--- src/rtl/eeprom_host_pkg.sv ---
// Constants for the parallel EEPROM host controller
package eeprom_host_pkg;
   localparam int ADDR_W       = 13;
   localparam int DATA_W       = 8;
   localparam int PAGE_BYTES   = 32;
   localparam int PAGE_LSB_W   = 5;
   localparam int CLK_PERIOD_NS = 10;
   localparam int T_STROBE_NS  = 200;
   localparam int T_SETUP_NS   = 100;
   localparam int T_HOLD_NS    = 150;
   localparam int T_READ_NS    = 250;
   localparam int T_LOAD_MAX_US = 30;
   localparam int T_WSTART_NS  = 150;
   localparam int T_WRITE_MS   = 10;
   localparam int T_LOCK_US    = 1;
   // Least times and waits round up, only the longest load gap rounds down
   localparam int STROBE_CYC   = (T_STROBE_NS + CLK_PERIOD_NS - 1) / CLK_PERIOD_NS;
   localparam int SETUP_CYC    = (T_SETUP_NS + CLK_PERIOD_NS - 1) / CLK_PERIOD_NS;
   localparam int HOLD_CYC     = (T_HOLD_NS + CLK_PERIOD_NS - 1) / CLK_PERIOD_NS;
   localparam int READ_CYC     = (T_READ_NS + CLK_PERIOD_NS - 1) / CLK_PERIOD_NS + 1;
   localparam int LOAD_MAX_CYC = (T_LOAD_MAX_US * 1000) / CLK_PERIOD_NS;
   localparam int WSTART_CYC   = (T_WSTART_NS + CLK_PERIOD_NS - 1) / CLK_PERIOD_NS;
   localparam int WRITE_CYC    = (T_WRITE_MS * 1000000 + CLK_PERIOD_NS - 1) / CLK_PERIOD_NS;
   localparam int LOCK_CYC     = (T_LOCK_US * 1000 + CLK_PERIOD_NS - 1) / CLK_PERIOD_NS;
   localparam int CNT_W        = 21;
   localparam logic [DATA_W-1:0] DATA_ZERO = 8'h00;
   localparam logic [ADDR_W-1:0] ADDR_ZERO = 13'h0000;

   typedef enum logic [6:0] {
      ST_LOCK  = 7'h01,
      ST_IDLE  = 7'h02,
      ST_RSET  = 7'h04,
      ST_RDATA = 7'h08,
      ST_WLOW  = 7'h10,
      ST_WHIGH = 7'h20,
      ST_WAIT  = 7'h40
   } host_state_e;
endpackage : eeprom_host_pkg

--- src/rtl/eeprom_host.sv ---
// Host controller driving a byte-wide page-write EEPROM over its pins
`timescale 1ns/1ps
`default_nettype none
module eeprom_host #(
   parameter int WRITE_CYC = eeprom_host_pkg::WRITE_CYC
) (
   // Clock and reset
   input  wire logic                                 clock_i,
   input  wire logic                                 rst_n_i,
   // User request port
   input  wire logic                                 req_valid_i,
   input  wire logic                                 req_write_i,
   input  wire logic                                 req_last_i,
   input  wire logic [eeprom_host_pkg::ADDR_W-1:0]   req_addr_i,
   input  wire logic [eeprom_host_pkg::DATA_W-1:0]   req_data_i,
   output logic                                      req_ready_o,
   output logic                                      rd_valid_o,
   output logic [eeprom_host_pkg::DATA_W-1:0]        rd_data_o,
   output logic                                      busy_o,
   output logic                                      page_err_o,
   // Device pins
   output logic [eeprom_host_pkg::ADDR_W-1:0]        word_select_bus_o,
   input  wire logic [eeprom_host_pkg::DATA_W-1:0]   byte_lane_bus_i,
   output logic [eeprom_host_pkg::DATA_W-1:0]        byte_lane_bus_o,
   output logic                                      byte_lane_bus_oe_n_o,
   output logic                                      chip_en_n_o,
   output logic                                      out_en_n_o,
   output logic                                      write_strobe_n_o,
   output logic                                      write_lock_n_o,
   input  wire logic                                 write_pending_n_i
);
   page_size_check : assert final (eeprom_host_pkg::PAGE_BYTES == (1 << eeprom_host_pkg::PAGE_LSB_W))
      else $error("page size and page field width disagree");

   localparam int CW = eeprom_host_pkg::CNT_W;

   if (WRITE_CYC < 1 || WRITE_CYC >= (1 << CW)) begin : g_bad_param
      $error("WRITE_CYC out of range");
   end

   // ---------------------------------------------------------------
   // Helpers
   // ---------------------------------------------------------------
   function automatic logic [CW-1:0] cyc(input int n);
      return CW'(n);
   endfunction : cyc

   function automatic logic same_page(input logic [eeprom_host_pkg::ADDR_W-1:0] a,
                                      input logic [eeprom_host_pkg::ADDR_W-1:0] b);
      return a[eeprom_host_pkg::ADDR_W-1:eeprom_host_pkg::PAGE_LSB_W]
             == b[eeprom_host_pkg::ADDR_W-1:eeprom_host_pkg::PAGE_LSB_W];
   endfunction : same_page

   eeprom_host_pkg::host_state_e state_reg;
   logic [CW-1:0]                 cnt_reg;
   logic [CW-1:0]                 gap_reg;
   logic [5:0]                    nbytes_reg;
   logic [eeprom_host_pkg::ADDR_W-1:0] page_reg;
   logic                          last_reg;
   logic                          poll_reg;
   logic                          top_bit_reg;
   logic                          accept;

   assign accept = req_valid_i && req_ready_o;

   // ---------------------------------------------------------------
   // Sequencer
   // ---------------------------------------------------------------
   always_ff @(posedge clock_i) begin
      if (!rst_n_i) begin
         state_reg <= eeprom_host_pkg::ST_LOCK;
         cnt_reg   <= '0;
      end else begin
         unique case (state_reg)
            // lock held from reset, then kept high
            eeprom_host_pkg::ST_LOCK: begin
               cnt_reg <= cnt_reg + 1'b1;
               if (cnt_reg >= cyc(eeprom_host_pkg::LOCK_CYC)) begin
                  state_reg <= eeprom_host_pkg::ST_IDLE;
                  cnt_reg   <= '0;
               end
            end
            eeprom_host_pkg::ST_IDLE: begin
               cnt_reg <= '0;
               if (accept && req_write_i) begin
                  state_reg <= eeprom_host_pkg::ST_WLOW;
               end else if (accept) begin
                  state_reg <= eeprom_host_pkg::ST_RSET;
               end else if (nbytes_reg != 6'h00 && gap_reg >= cyc(eeprom_host_pkg::HOLD_CYC)) begin
                  // page closes once the host stops loading
                  state_reg <= eeprom_host_pkg::ST_WAIT;
               end
            end
            eeprom_host_pkg::ST_RSET: begin
               cnt_reg <= cnt_reg + 1'b1;
               if (cnt_reg >= cyc(eeprom_host_pkg::READ_CYC)) begin
                  state_reg <= eeprom_host_pkg::ST_RDATA;
               end
            end
            eeprom_host_pkg::ST_RDATA: begin
               cnt_reg   <= '0;
               state_reg <= eeprom_host_pkg::ST_IDLE;
            end
            // strobe low well beyond the noise filter width
            eeprom_host_pkg::ST_WLOW: begin
               cnt_reg <= cnt_reg + 1'b1;
               if (cnt_reg >= cyc(eeprom_host_pkg::STROBE_CYC)) begin
                  state_reg <= eeprom_host_pkg::ST_WHIGH;
                  cnt_reg   <= '0;
               end
            end
            eeprom_host_pkg::ST_WHIGH: begin
               cnt_reg <= cnt_reg + 1'b1;
               if (cnt_reg >= cyc(eeprom_host_pkg::HOLD_CYC)) begin
                  state_reg <= last_reg ? eeprom_host_pkg::ST_WAIT : eeprom_host_pkg::ST_IDLE;
                  cnt_reg   <= '0;
               end
            end
            // wait for end of internal write
            eeprom_host_pkg::ST_WAIT: begin
               cnt_reg <= cnt_reg + 1'b1;
               if ((poll_reg && cnt_reg >= cyc(eeprom_host_pkg::WSTART_CYC)
                    && write_pending_n_i) || cnt_reg >= cyc(WRITE_CYC)) begin
                  state_reg <= eeprom_host_pkg::ST_IDLE;
                  cnt_reg   <= '0;
               end
            end
            default: begin
               state_reg <= eeprom_host_pkg::ST_LOCK;
               cnt_reg   <= '0;
            end
         endcase
      end
   end

   // ---------------------------------------------------------------
   // Page bookkeeping
   // ---------------------------------------------------------------
   always_ff @(posedge clock_i) begin
      if (!rst_n_i) begin
         nbytes_reg <= 6'h00;
         page_reg   <= eeprom_host_pkg::ADDR_ZERO;
         last_reg   <= 1'b0;
         gap_reg    <= '0;
         page_err_o <= 1'b0;
         poll_reg   <= 1'b0;
      end else begin
         if (state_reg == eeprom_host_pkg::ST_WAIT) begin
            nbytes_reg <= 6'h00;
            gap_reg    <= '0;
            poll_reg   <= 1'b0;
         end else if (accept && req_write_i) begin
            // count loads, flag a page crossing
            nbytes_reg <= nbytes_reg + 6'h01;
            page_reg   <= req_addr_i;
            last_reg   <= req_last_i || nbytes_reg == 6'(eeprom_host_pkg::PAGE_BYTES - 1);
            gap_reg    <= '0;
            page_err_o <= nbytes_reg != 6'h00 && !same_page(page_reg, req_addr_i);
         end else if (nbytes_reg != 6'h00 && state_reg == eeprom_host_pkg::ST_IDLE) begin
            // idle gap timer; strobe time must not count or every page shuts at once
            gap_reg <= gap_reg + 1'b1;
         end
         if (state_reg == eeprom_host_pkg::ST_WHIGH && last_reg) begin
            poll_reg <= 1'b1;
         end
      end
   end

   // ---------------------------------------------------------------
   // Pin drive
   // ---------------------------------------------------------------
   always_ff @(posedge clock_i) begin
      if (!rst_n_i) begin
         word_select_bus_o    <= eeprom_host_pkg::ADDR_ZERO;
         byte_lane_bus_o      <= eeprom_host_pkg::DATA_ZERO;
         byte_lane_bus_oe_n_o <= 1'b1;
         chip_en_n_o          <= 1'b1;
         out_en_n_o           <= 1'b1;
         write_strobe_n_o     <= 1'b1;
         write_lock_n_o       <= 1'b0;
         rd_valid_o           <= 1'b0;
         rd_data_o            <= eeprom_host_pkg::DATA_ZERO;
         top_bit_reg          <= 1'b0;
      end else begin
         write_lock_n_o <= state_reg != eeprom_host_pkg::ST_LOCK;
         rd_valid_o     <= 1'b0;
         if (accept) begin
            word_select_bus_o <= req_addr_i;
            byte_lane_bus_o   <= req_data_i;
            if (req_write_i) begin
               top_bit_reg <= req_data_i[eeprom_host_pkg::DATA_W-1];
            end
         end
         // load with output enable high, strobe edges frame data
         chip_en_n_o          <= !(state_reg == eeprom_host_pkg::ST_WLOW
                                   || state_reg == eeprom_host_pkg::ST_RSET);
         write_strobe_n_o     <= state_reg != eeprom_host_pkg::ST_WLOW;
         out_en_n_o           <= state_reg != eeprom_host_pkg::ST_RSET;
         byte_lane_bus_oe_n_o <= !(state_reg == eeprom_host_pkg::ST_WLOW
                                   || state_reg == eeprom_host_pkg::ST_WHIGH);
         if (state_reg == eeprom_host_pkg::ST_RDATA) begin
            rd_valid_o <= 1'b1;
            rd_data_o  <= byte_lane_bus_i;
         end
      end
   end

   always_ff @(posedge clock_i) begin
      if (!rst_n_i) begin
         req_ready_o <= 1'b0;
         busy_o      <= 1'b1;
      end else begin
         req_ready_o <= state_reg == eeprom_host_pkg::ST_IDLE && !accept
                        && !(nbytes_reg != 6'h00 && gap_reg >= cyc(eeprom_host_pkg::HOLD_CYC));
         busy_o      <= state_reg == eeprom_host_pkg::ST_WAIT
                        || state_reg == eeprom_host_pkg::ST_LOCK;
      end
   end

   // ---------------------------------------------------------------
   // Checks
   // ---------------------------------------------------------------
   lock_hold_a : assert property (@(posedge clock_i) disable iff (!rst_n_i)
      (state_reg == eeprom_host_pkg::ST_WAIT) |=> write_lock_n_o)
      else $error("lock dropped during internal write");
   read_lock_a : assert property (@(posedge clock_i) disable iff (!rst_n_i)
      !out_en_n_o |-> write_lock_n_o)
      else $error("read with lock low");
   strobe_width_a : assert property (@(posedge clock_i) disable iff (!rst_n_i)
      $fell(write_strobe_n_o) |=> !write_strobe_n_o [*8])
      else $error("write strobe too short");
   load_oe_a : assert property (@(posedge clock_i) disable iff (!rst_n_i)
      !write_strobe_n_o |-> out_en_n_o && !chip_en_n_o && !byte_lane_bus_oe_n_o)
      else $error("byte load with bad controls");
   gap_limit_a : assert property (@(posedge clock_i) disable iff (!rst_n_i)
      gap_reg <= cyc(eeprom_host_pkg::LOAD_MAX_CYC))
      else $error("page load gap too long");
   count_limit_a : assert property (@(posedge clock_i) disable iff (!rst_n_i)
      nbytes_reg <= 6'(eeprom_host_pkg::PAGE_BYTES))
      else $error("page over 32 bytes");
   data_hold_a : assert property (@(posedge clock_i) disable iff (!rst_n_i)
      $rose(write_strobe_n_o) |-> !byte_lane_bus_oe_n_o && $stable(byte_lane_bus_o))
      else $error("data not held at strobe rise");
   wstart_a : assert property (@(posedge clock_i) disable iff (!rst_n_i)
      $rose(busy_o) && write_lock_n_o |=> busy_o [*8])
      else $error("access before write start time");
endmodule : eeprom_host
`default_nettype wire

--- config.mk ---
export PLATFORM = sky130hd
export DESIGN_NAME = eeprom_host
export DESIGN_NICKNAME = d
export VERILOG_FILES = /design/src/rtl/eeprom_host_pkg.sv /design/src/rtl/eeprom_host.sv
export SDC_FILE = /design/constraint.sdc
export NUM_CORES = 1
export LEC_CHECK = 0
export BUFFER_PORTS_ARGS = -buffer_cell sky130_fd_sc_hd__buf_2
export CORE_MARGIN = 1.5
export CORE_UTILIZATION = 45
export DETAILED_ROUTE_END_ITERATION = 16
export PLACE_DENSITY = 0.65
export SYNTH_ARGS = -nofsm -noshare
export SYNTH_HDL_FRONTEND = slang
export SYNTH_SLANG_ARGS = --single-unit
--- constraint.sdc ---
create_clock -name clock_i -period 1.95 [get_ports clock_i]
set_input_delay 0.2925 -clock clock_i [delete_from_list [all_inputs] [get_ports clock_i]]
set_output_delay 0.2925 -clock clock_i [all_outputs]
set_load 0.01 [all_outputs]
After elaboration in Yosys (flattened, before gate mapping):

Cells that the tools add are included.

* bitwise gates (word level): 2
* reductions and logical operators: 26
* add/subtract/negate cells: 3
* magnitude comparators: 6
* muxes and demuxes: 18
* equality and inequality tests: 18

Operators with widths (count)
* $pmux 21 s5: 1
* $mux 21: 4
* $mux 7: 9
* $pmux 7 s7: 1
* $add 21x1->21 const B: 2
* $ge 21x4->1 const B: 2
* $ge 21x5->1 const B: 2
* $ge 21x20->1 const B: 1
* $ge 21x7->1 const B: 1
* $logic_and 1x1->1: 10
* $ne 2x2->1 const B: 5
* $eq 8x8->1: 1
* $eq 7x1->1 const B: 1
* $eq 7x2->1 const B: 1
* $eq 7x3->1 const B: 1
* $eq 7x4->1 const B: 1
* $eq 7x5->1 const B: 1
* $eq 7x6->1 const B: 1
* $eq 7x7->1 const B: 1
* $ne 7x1->1 const B: 1
* $ne 7x3->1 const B: 1
* $ne 7x5->1 const B: 1
* $add 6x1->6 const B: 1
* $eq 6x5->1 const B: 1
* 11 further kinds: 22

* logic and storage cells: 92
* register bits: 108

Longest topological paths before layout:

Gate-level depths: netlist of run 1.

* depth after elaboration: 6
* gate-level depth with buffers: 9
* mapped depth without buffers: 8

Worst setup path after synthesis of run 1:

No wires, ideal clock.

* path type: flip-flop to flip-flop
* from: register, netlist name cnt_reg[12]
* to: register req_ready_o
* cell stages (with the launch flop): 8
* data required time: 1.835 ns
* slack: -0.146 ns
* arrival time: 1.981 ns
* path buffers: 0
* library setup time: 0.115 ns
* cells stage by stage: dfxtp_1 > or4_4 > nor3_2 > a311oi_1 > a21boi_2 > o211ai_4 > or3b_4 > and3_1

RTL lines
* end signal, assigned: line eeprom_host.sv:213 `req_ready_o <= state_reg == eeprom_host_pkg::ST_IDLE && !accept`
* end, declared: line eeprom_host.sv:16 `output logic req_ready_o,`

Final worst setup path of run 1:

* from: register cnt_reg[12]
* to: register state_reg[6]

* longest elaborated chain between the ends: 6
* elaborated cells between the ends (all ways): 14
* those cells by class: 5 x order compare; 5 x eq/ne; 4 x reduce/logical

Ends and longest elaborated chain
* start, declared: line eeprom_host.sv:55 `logic [CW-1:0] cnt_reg;`
* start signal, assigned: line eeprom_host.sv:77 `cnt_reg <= cnt_reg + 1'b1;`
* start signal, assigned: line eeprom_host.sv:95 `cnt_reg <= cnt_reg + 1'b1;`
* start signal, assigned: line eeprom_host.sv:106 `cnt_reg <= cnt_reg + 1'b1;`
* $ge 21x4->1: line eeprom_host.sv:114, eeprom_host.sv:122
* $logic_and 1x1->1: line eeprom_host.sv:122 `if ((poll_reg && cnt_reg >= cyc(eeprom_host_pkg::WSTART_CYC)`
* $logic_and 1x1->1: line eeprom_host.sv:123 `&& write_pending_n_i) || cnt_reg >= cyc(WRITE_CYC)) begin`
* $logic_or 1x1->1: line eeprom_host.sv:123
* $ne 2x2->1 (no line)
* $reduce_and 6->1 (no line) (*)
* end signal, assigned: line eeprom_host.sv:115 `state_reg <= last_reg ? eeprom_host_pkg::ST_WAIT : eeprom_host_pkg::ST_IDLE;`
* end signal, assigned: line eeprom_host.sv:124 `state_reg <= eeprom_host_pkg::ST_IDLE;`
* end signal, assigned: line eeprom_host.sv:129 `state_reg <= eeprom_host_pkg::ST_LOCK;`
* end, declared: line eeprom_host.sv:54 `eeprom_host_pkg::host_state_e state_reg;`

Every way passes the cells marked *; elsewhere a longest branch is shown, timed or not.
A chain may end at the register's enable or synchronous reset.

==> flow_metrics.env, run 1 <==
export IMPL_via_per_inst=5.08
export IMPL_run_status="finished with violations"
export IMPL_slew_limit_headroom_pct=57.4
export IMPL_worst_skew_pair_late_latency_ns=0.40
export IMPL_ctsHtreeMaxLevel=3
export IMPL_worstPathRequired_ns=2.27
export IMPL_route_final_wire_length_mm=10.9
export IMPL_tritoncts="yes"
export IMPL_wl_per_cell_um=13.7
export IMPL_io_pin_count=73
export IMPL_synthCells=521
export IMPL_yosysWarningCount=0
export IMPL_floorplan_core_area_um2=9730
export IMPL_remaining_global_route_overflow=0
export IMPL_worst_ep_arrival_time_ns=2.67
export IMPL_synth_lib_cells_used_distinct=55
export IMPL_fp_dieArea_um2=10600
export IMPL_cts_buffers_inserted=9
export IMPL_floorplan_initialDensity_pct=46.3
export IMPL_floorplan_die_width_um=103
export IMPL_syn_avg_cell_area_um2=8.65
export IMPL_final_common_cell="dfxtp_1"
export IMPL_critical_path_slowest_cell="or4_4"
export IMPL_seq_power_share_pct=46.4
export IMPL_antenna_found_initial=0
export IMPL_achievable_frequency_mhz=426
export IMPL_route_antenna_remaining_nets=0
export IMPL_grt_pass1_wl_mm=16.9
export IMPL_drtPass1Iterations=5
export IMPL_tns_ns=-7.77
export IMPL_violated_checks="setup timing"
export IMPL_critical_path_max_stage_delay_ns=0.59
export IMPL_final_critical_path_setup_slack_ns=-0.396
export IMPL_placementRows=36
export IMPL_final_period_utilization_pct=120
export IMPL_drive_gt1_share_pct=31.9
export IMPL_worst_setup_path_start_kind="register"
export IMPL_cts_hold_repair_buffers=0
export IMPL_rsz0062_at_grt="true"
export IMPL_setup_skew_after_layout_ns=0.0125
export IMPL_cap_violations=0
export IMPL_first_iter_violations=163
export IMPL_largest_net_degree_at_the_start_of_global_routing=25
export IMPL_synthesized_nets=561
export IMPL_worst_setup_path_end_kind="register"
export IMPL_ir_worst_vdd_uv=462
export IMPL_ys_ff_latch=103
export IMPL_clock_transition_at_the_registers_of_the_reported_paths_ns=0.11
export IMPL_area_delta_synth_final_pct=30.7
export IMPL_worst_slew_pin_transition_ns=0.639
export IMPL_tritoncts_num_sinks=103
export IMPL_net_switching_power_w=0.00159
export IMPL_final_instance_count_excl_fill=797
export IMPL_weighted_congestion_reported_at_the_end_of_routability_driven_placement=0.896
export IMPL_place_hpwl_mm=7.91
export IMPL_drc=0
export IMPL_route_vias_total=4048
export IMPL_internal_power_w=0.00322
export IMPL_timing_worst_setup_path_type="register to register"
export IMPL_max_clock_path_buffers=2
export IMPL_total_leakage_power_nw=2.47
export IMPL_final_cell_mix="dfxtp_1 (99), nand2_1 (73), buf_2 (72)"
export IMPL_period_needed_ns=2.35
export IMPL_grt_use_total_pct=20.6
export IMPL_cts_root_buffer_cell="clkbuf_8"
export IMPL_power_frac_clock_pct=28.8
export IMPL_final_max_slew_viol_count=0
export IMPL_numPlacedInstances=777
export IMPL_final_net_count=699
export IMPL_grt_pass1_vias=3642
export IMPL_synth_seq_area_share_pct=45.8
export IMPL_crit_chain="or4_4 -> nor3_4 -> a311oi_1 -> a21boi_4 -> o211ai_4 -> or3b_4 -> a211oi_2"
export IMPL_setup_violations=26
export IMPL_share_comb_of_total_power_pct=24.8
export IMPL_syn_cell_area_um2=4510
export IMPL_critical_path_peak_fanout=6
export IMPL_power_density_nw_per_um2=818
export IMPL_insertedDiodeCount=0
export IMPL_worst_hold_path_type="primary input to register"
export IMPL_place_port_buffers=72
export IMPL_die_h_um=103
export IMPL_swShare_pct=33.1
export IMPL_hold_viol_final=0
synth_stat cells, drive strengths merged:
master / count / area share [%]
or3: 9 / 1.4
a22oi: 1 / 0.17
nor2: 75 / 6.8
a311oi: 1 / 0.19
or3b: 1 / 0.25
or4: 3 / 0.67
ha: 5 / 1.4
a21o: 1 / 0.17
or2: 2 / 0.28
nand2: 76 / 6.3
and4bb: 1 / 0.28
nor2b: 2 / 0.28
nand3: 19 / 2.1
nand4b: 4 / 0.78
nor4b: 1 / 0.19
o21bai: 1 / 0.42
a21boi: 1 / 0.25
nor3b: 1 / 0.28
o21ai: 13 / 1.4
dfxtp: 103 / 46
and2: 6 / 0.83
a211oi: 2 / 0.44
a21oi: 34 / 3.8
mux2i: 17 / 3.8
o22ai: 1 / 0.14
nand3b: 1 / 0.17
inv: 15 / 1.2
and4b: 2 / 0.44
xnor2: 27 / 5.2
o21a: 1 / 0.17
a31o: 1 / 0.19
nor3: 17 / 2.1
nor4: 7 / 1.3
o211ai: 2 / 0.64
a2111oi: 1 / 0.19
buf: 5 / 0.58
xor2: 20 / 3.9
nand4: 10 / 1.4
clkbuf: 13 / 1.1
and4: 4 / 0.78
o31a: 1 / 0.19
o311ai: 1 / 0.19
a31oi: 2 / 0.28
nand2b: 3 / 0.42
and3: 8 / 1.1
per-layer routing:
| layer | wire length [um] | GRT usage, % | vias up |
|---|---|---|---|
| met5 | 0 | 0 | - |
| met2 | 5340 | 34.1 | 87 |
| met3 | 509 | 6.10 | 19 |
| met4 | 162 | 5.82 | 0 |
| li1 | - | - | 2051 |
| met1 | 4920 | 26.3 | 1891 |
per-stage QoR:
step	total power (W)	hold WS (ns)	utilization [%]	instance area (um2)	worst slack (ns)
after floorplan	0.00294	0.428	-	4510	-0.145
after global placement	0.00334	0.440	56.4	5490	-0.218
after detailed placement	0.00336	0.447	56.4	5490	-0.338
after CTS	0.00480	0.110	59.1	5750	-0.325
after global routing	0.00504	0.106	60.5	5890	-0.460
final	0.00482	0.118	60.5	5890	-0.396
power groups by stage:
stage          combinational (W)  clock [W]  sequential, W
6_report                 0.00120    0.00139        0.00224
3_3_place_gp             0.00106          0        0.00228
2_1_floorplan           0.000622          0        0.00231
5_1_grt                  0.00130    0.00150        0.00225
3_5_place_dp             0.00107          0        0.00228
4_1_cts                  0.00115    0.00141        0.00224
final cells by class:
type	instances	area [um2]
Clock buffer	9	124
Clock inverter	7	86.3
Multi-Input combinational cell	386	2470
Inverter	15	56.3
Sequential cell	103	2070
Tap cell	133	166
Fill cell	914	3840
Timing Repair Buffer	144	921
timing repair:
action	in CTS	in global routing
pin swaps	3	16
gates cloned	1	0
setup buffers	0	3
setup endpoints to repair	29	41
gates resized for setup	8	33
logic make-up after synthesis:
logic type | after synthesis | synth area share, %
AOI/OAI and AO/OA | 64 | 8.86
xor gates and xnor gates | 47 | 9.14
adders and majority gates | 5 | 1.39
buffers and inverters | 33 | 2.92
DFF | 103 | 45.8
muxes | 17 | 3.78
and+or+nand+nor | 252 | 28.2
path summary, 6_finish.rpt:
path,slack (ns),to,from,cells after the start
setup / recovery,-0.40,state_reg[6],cnt_reg[12],7
hold / removal,0.12,byte_lane_bus_o[7],req_data_i[7],3
setup reg to reg,-0.40,state_reg[6],cnt_reg[12],7
hold reg to reg,0.46,byte_lane_bus_o[3],byte_lane_bus_o[3],2
worst max-delay path, delay by kind of cell (launching register included):
kind / cells / cell delay (ns)
AND/OR/NAND/NOR: 3 / 1.19
AO/OA/AOI/OAI: 4 / 0.74
flip-flops: 1 / 0.34
Note: power is estimated with default switching activity, not from simulation.
==> run 2: changes to the inputs <==
- CELL_PAD_IN_SITES_DETAIL_PLACEMENT: default -> 0
- CELL_PAD_IN_SITES_GLOBAL_PLACEMENT: default -> 1
- CORE_ASPECT_RATIO: default -> 1.25
- CORE_UTILIZATION: 45 -> 38
- PLACE_DENSITY: 0.65 -> 0.72
==> flow_metrics.env, run 2 (synthesis results as in run 1) <==
export IMPL_run_status="finished with violations"
export IMPL_violated_checks="setup timing"
export IMPL_cts_root_buffer_cell="clkbuf_16"
export IMPL_hold_viol_final=0
export IMPL_final_common_cell="dfxtp_1"
export IMPL_rsz0062_at_grt="true"
export IMPL_tns_ns=-7.88
export IMPL_fp_dieArea_um2=12500
export IMPL_final_net_count=708
export IMPL_floorplan_die_width_um=100
export IMPL_route_final_wire_length_mm=11.3
export IMPL_critical_path_slowest_cell="or4_4"
export IMPL_layout_core_utilization_pct=52.9
export IMPL_insertedDiodeCount=0
export IMPL_drc=0
export IMPL_final_instance_count_excl_fill=811
export IMPL_worstPathRequired_ns=2.23
export IMPL_tritoncts_num_sinks=103
export IMPL_power_density_nw_per_um2=902
export IMPL_final_period_utilization_pct=119
export IMPL_crit_chain="or4_4 -> nor3_4 -> buf_4 -> nand2_2 -> or3_4 -> o211ai_4 -> buf_4 -> o21bai_4 -> nor2_2"
export IMPL_grt_use_total_pct=18.8
export IMPL_wl_per_cell_um=13.9
export IMPL_ir_worst_vdd_uv=386
export IMPL_floorplan_core_area_um2=11600
export IMPL_tritoncts="yes"
export IMPL_place_hpwl_mm=8.11
export IMPL_io_pin_count=73
export IMPL_period_needed_ns=2.31
export IMPL_final_cell_mix="dfxtp_1 (99), buf_4 (75), nand2_1 (74)"
export IMPL_grt_pass1_vias=4045
export IMPL_floorplan_initialDensity_pct=39.0
export IMPL_final_max_slew_viol_count=0
export IMPL_route_antenna_remaining_nets=0
export IMPL_critical_path_max_stage_delay_ns=0.57
export IMPL_design_power_total_w=0.00551
export IMPL_drive_gt1_share_pct=33.7
export IMPL_final_critical_path_setup_slack_ns=-0.364
export IMPL_area_delta_synth_final_pct=35.7
export IMPL_ctsHtreeMaxLevel=3
export IMPL_setup_skew_after_layout_ns=0.00547
export IMPL_die_h_um=125
export IMPL_grt_pass1_wl_mm=18.8
export IMPL_total_leakage_power_nw=2.54
export IMPL_cts_buffers_inserted=9
export IMPL_antenna_found_initial=0
export IMPL_worst_slew_pin_transition_ns=0.494
export IMPL_worst_hold_path_type="primary input to register"
export IMPL_timing_worst_setup_path_type="register to register"
export IMPL_route_vias_total=4079
export IMPL_critical_path_top_cell_by_count="buf_4"
export IMPL_cap_violations=0
export IMPL_worst_skew_pair_late_latency_ns=0.35
export IMPL_first_iter_violations=111
export IMPL_remaining_global_route_overflow=0
export IMPL_critical_path_top_delay_family="simple AND/OR/NAND/NOR gates"
export IMPL_drtPass1Iterations=4
export IMPL_numPlacedInstances=781
export IMPL_place_port_buffers=72
export IMPL_setup_violations=27
export IMPL_critical_path_peak_fanout=7
export IMPL_cp_buffers_inverters=2
export IMPL_placementRows=44
export IMPL_largest_net_degree_at_the_start_of_global_routing=29
export IMPL_worst_setup_path_end_kind="register"
export IMPL_worst_ep_arrival_time_ns=2.59
export IMPL_via_per_inst=5.03
export IMPL_achievable_frequency_mhz=432
export IMPL_max_clock_path_buffers=2
export IMPL_clock_transition_at_the_registers_of_the_reported_paths_ns=0.07
export IMPL_slew_limit_headroom_pct=66.6
export IMPL_n_fill_cell=1106
export IMPL_worst_setup_path_start_kind="register"
export IMPL_weighted_congestion_reported_at_the_end_of_routability_driven_placement=0.873
[run 2: final cells by class]
| cell class | count | area [um2] | share of cell area (%) |
|---|---|---|---|
| Multi-Input combinational cell | 387 | 2500 | 41.0 |
| Sequential cell | 103 | 2070 | 33.9 |
| Inverter | 15 | 56.3 | 0.921 |
| Timing Repair Buffer | 152 | 997 | 16.3 |
| Tap cell | 138 | 173 | 2.82 |
| Clock inverter | 6 | 75.1 | 1.23 |
| Clock buffer | 10 | 239 | 3.91 |
[run 2: layer usage]
metal | wire, um | global-route usage (%) | vias to the layer above
met3 | 344 | 3.59 | 22
met2 | 5970 | 33.2 | 70
met5 | 0 | 0 | -
li1 | - | - | 2074
met4 | 299 | 8.20 | 0
met1 | 4660 | 21.7 | 1913
[run 2: worst paths after layout]
path	from	end	slack [ns]	cells past startpoint
worst max-delay path	cnt_reg[12]	cnt_reg[14]	-0.36	9
worst min-delay path	byte_lane_bus_i[2]	rd_data_o[2]	0.17	3
worst max register to register	cnt_reg[12]	cnt_reg[14]	-0.36	9
worst min register to register	byte_lane_bus_o[2]	byte_lane_bus_o[2]	0.46	2
[run 2: power by group]
part	total (W)	switching, W	leakage (nW)	internal [W]
registers	0.00224	0.0000517	0.833	0.00219
clock network	0.00188	0.000832	0.152	0.00105
logic	0.00139	0.000773	1.55	0.000619
total	0.00551	0.00166	2.54	0.00386
[run 2: worst reg2reg max path, stage by stage, from the launching register on]
cell      delay, ns
dfxtp_2        0.32
or4_4          0.57
nor3_4         0.17
buf_4          0.14
nand2_2        0.05
or3_4          0.42
o211ai_4       0.18
buf_4          0.19
o21bai_4       0.09
nor2_2         0.12
[run 2: timing repair]
item / 4_1_cts / 5_1_grt
gates cloned: 2 / 0
pin swaps: 6 / 16
setup buffers: 4 / 8
hold buffers: 0 / 0
gates resized for setup: 7 / 38
endpoints found under the setup margin: 28 / 41
[run 2: per-stage QoR]
step	setup slack (ns)	area [um2]	hold slack [ns]
after floorplan	-0.145	4510	0.428
final	-0.364	6110	0.175
after CTS	-0.306	5900	0.165
after global routing	-0.427	6110	0.176
after global placement	-0.254	5500	0.440
after detailed placement	-0.302	5500	0.447
==> run 3: changes to the inputs <==
- CORE_UTILIZATION: 38 -> 39
- CTS_BUF_LIST: default -> sky130_fd_sc_hd__clkbuf_8
- PLACE_DENSITY: 0.72 -> 0.74
==> flow_metrics.env, run 3 (synthesis results as in run 1) <==
export IMPL_stdcell_area_um2=5930
export IMPL_place_port_buffers=72
export IMPL_worst_setup_path_end_kind="register"
export IMPL_tns_ns=-8.30
export IMPL_achievable_frequency_mhz=432
export IMPL_n_fill_cell=1097
export IMPL_drtPass1Iterations=4
export IMPL_placedInstanceArea_um2=5510
export IMPL_violated_checks="setup timing"
export IMPL_final_common_cell="dfxtp_1"
export IMPL_cts_root_buffer_cell="clkbuf_8"
export IMPL_via_per_inst=5.09
export IMPL_total_leakage_power_nw=2.46
export IMPL_ir_worst_vdd_uv=473
export IMPL_route_antenna_remaining_nets=0
export IMPL_power_density_nw_per_um2=879
export IMPL_tritoncts="yes"
export IMPL_worst_slew_pin_transition_ns=0.423
export IMPL_grt_pass1_vias=3827
export IMPL_weighted_congestion_reported_at_the_end_of_routability_driven_placement=0.907
export IMPL_cts_hold_repair_buffers=0
export IMPL_critical_path_max_stage_delay_ns=0.54
export IMPL_worst_skew_pair_late_latency_ns=0.37
export IMPL_io_pin_count=73
export IMPL_worstPathRequired_ns=2.25
export IMPL_place_hpwl_mm=8.14
export IMPL_crit_chain="or4_4 -> nor4_4 -> nand4_1 -> a21boi_2 -> o211ai_4 -> buf_4 -> o21bai_4 -> nor2_2"
export IMPL_drc=0
export IMPL_placementRows=43
export IMPL_drive_gt1_share_pct=30.5
export IMPL_area_delta_synth_final_pct=31.6
export IMPL_route_final_wire_length_mm=11.1
export IMPL_net_switching_power_w=0.00153
export IMPL_clock_transition_at_the_registers_of_the_reported_paths_ns=0.10
export IMPL_internal_power_w=0.00369
export IMPL_share_comb_of_total_power_pct=26.9
export IMPL_largest_net_degree_at_the_start_of_global_routing=28
export IMPL_cap_violations=0
export IMPL_critical_path_peak_fanout=7
export IMPL_cts_buffers_inserted=9
export IMPL_die_h_um=123
export IMPL_slew_limit_headroom_pct=71.4
export IMPL_seq_power_share_pct=42.9
export IMPL_final_period_utilization_pct=119
export IMPL_power_frac_clock_pct=30.2
export IMPL_timing_worst_setup_path_type="register to register"
export IMPL_floorplan_core_area_um2=11200
export IMPL_critical_path_slowest_cell="or4_4"
export IMPL_rsz0062_at_grt="true"
export IMPL_setup_skew_after_layout_ns=0.0135
export IMPL_fp_dieArea_um2=12200
export IMPL_floorplan_initialDensity_pct=40.3
export IMPL_first_iter_violations=140
export IMPL_grt_pass1_wl_mm=17.7
export IMPL_remaining_global_route_overflow=0
export IMPL_floorplan_die_width_um=99.1
export IMPL_insertedDiodeCount=0
export IMPL_antenna_found_initial=0
export IMPL_tritoncts_num_sinks=103
export IMPL_final_critical_path_setup_slack_ns=-0.364
export IMPL_hold_viol_final=0
export IMPL_setup_violations=27
export IMPL_final_cell_mix="dfxtp_1 (101), nand2_1 (75), buf_2 (72)"
export IMPL_grt_use_total_pct=18.2
export IMPL_period_needed_ns=2.31
export IMPL_final_net_count=702
export IMPL_swShare_pct=29.3
export IMPL_route_vias_total=4076
export IMPL_worst_hold_path_type="primary input to register"
export IMPL_wl_per_cell_um=13.9
export IMPL_ctsHtreeMaxLevel=3
export IMPL_worst_setup_path_start_kind="register"
export IMPL_run_status="finished with violations"
export IMPL_final_max_slew_viol_count=0
export IMPL_r2r_slack_ns=-0.36
export IMPL_max_clock_path_buffers=2
export IMPL_worst_ep_arrival_time_ns=2.61
-- run 3: worst max-delay path: cells and delay by family, from the launching register on --
family | cells | cell delay (ns)
flip-flops | 1 | 0.33
AO/OA/AOI/OAI | 3 | 0.60
AND/OR/NAND/NOR | 4 | 1.11
buffers and inverters | 1 | 0.21
-- run 3: final timing paths --
kind                            from                 end  cells past startpoint
setup / recovery         cnt_reg[14]         cnt_reg[17]                      8
hold reg to reg   byte_lane_bus_o[7]  byte_lane_bus_o[7]                      2
setup reg to reg         cnt_reg[14]         cnt_reg[17]                      8
hold / removal         req_data_i[7]  byte_lane_bus_o[7]                      3
-- run 3: metrics by stage --
stage / worst slack (ns) / std cells / util, % / total power, W / hold WS [ns]
after floorplan: -0.145 / 521 / - / 0.00294 / 0.428
after global placement: -0.231 / 779 / 49.2 / 0.00332 / 0.439
after detailed placement: -0.356 / 779 / 49.2 / 0.00334 / 0.448
after CTS: -0.336 / 797 / 51.9 / 0.00509 / 0.133
after global routing: -0.458 / 801 / 53.0 / 0.00547 / 0.143
final: -0.364 / 801 / 53.0 / 0.00521 / 0.153
-- run 3: timing repair --
| item | 4_1_cts | 5_1_grt |
|---|---|---|
| setup endpoints to repair | 28 | 37 |
| cloned | 1 | 1 |
| pin swaps | 2 | 6 |
| buffers inserted | 2 | 3 |
| gates resized for setup | 7 | 16 |
-- run 3: cell type report --
class | count | area, um2 | area share (%)
Tap cell | 135 | 169 | 2.85
Clock inverter | 6 | 110 | 1.86
Sequential cell | 103 | 2060 | 34.8
Timing Repair Buffer | 146 | 957 | 16.1
Multi-Input combinational cell | 387 | 2450 | 41.3
Inverter | 15 | 56.3 | 0.950
Clock buffer | 9 | 124 | 2.09
-- run 3: routing by layer --
metal / vias up / GRT usage [%] / part of all wire, %
li1: 2063 / - / -
met1: 1922 / 21.9 / 42
met4: 0 / 8.01 / 2.7
met5: - / 0 / 0
met3: 22 / 3.22 / 2.7
met2: 69 / 31.9 / 53
-- run 3: power groups by stage --
stage | combinational, W | clock (W) | sequential [W]
6_report | 0.00140 | 0.00157 | 0.00224
5_1_grt | 0.00151 | 0.00172 | 0.00225
3_3_place_gp | 0.00103 | 0 | 0.00228
3_5_place_dp | 0.00105 | 0 | 0.00228
4_1_cts | 0.00124 | 0.00161 | 0.00224
2_1_floorplan | 0.000622 | 0 | 0.00231
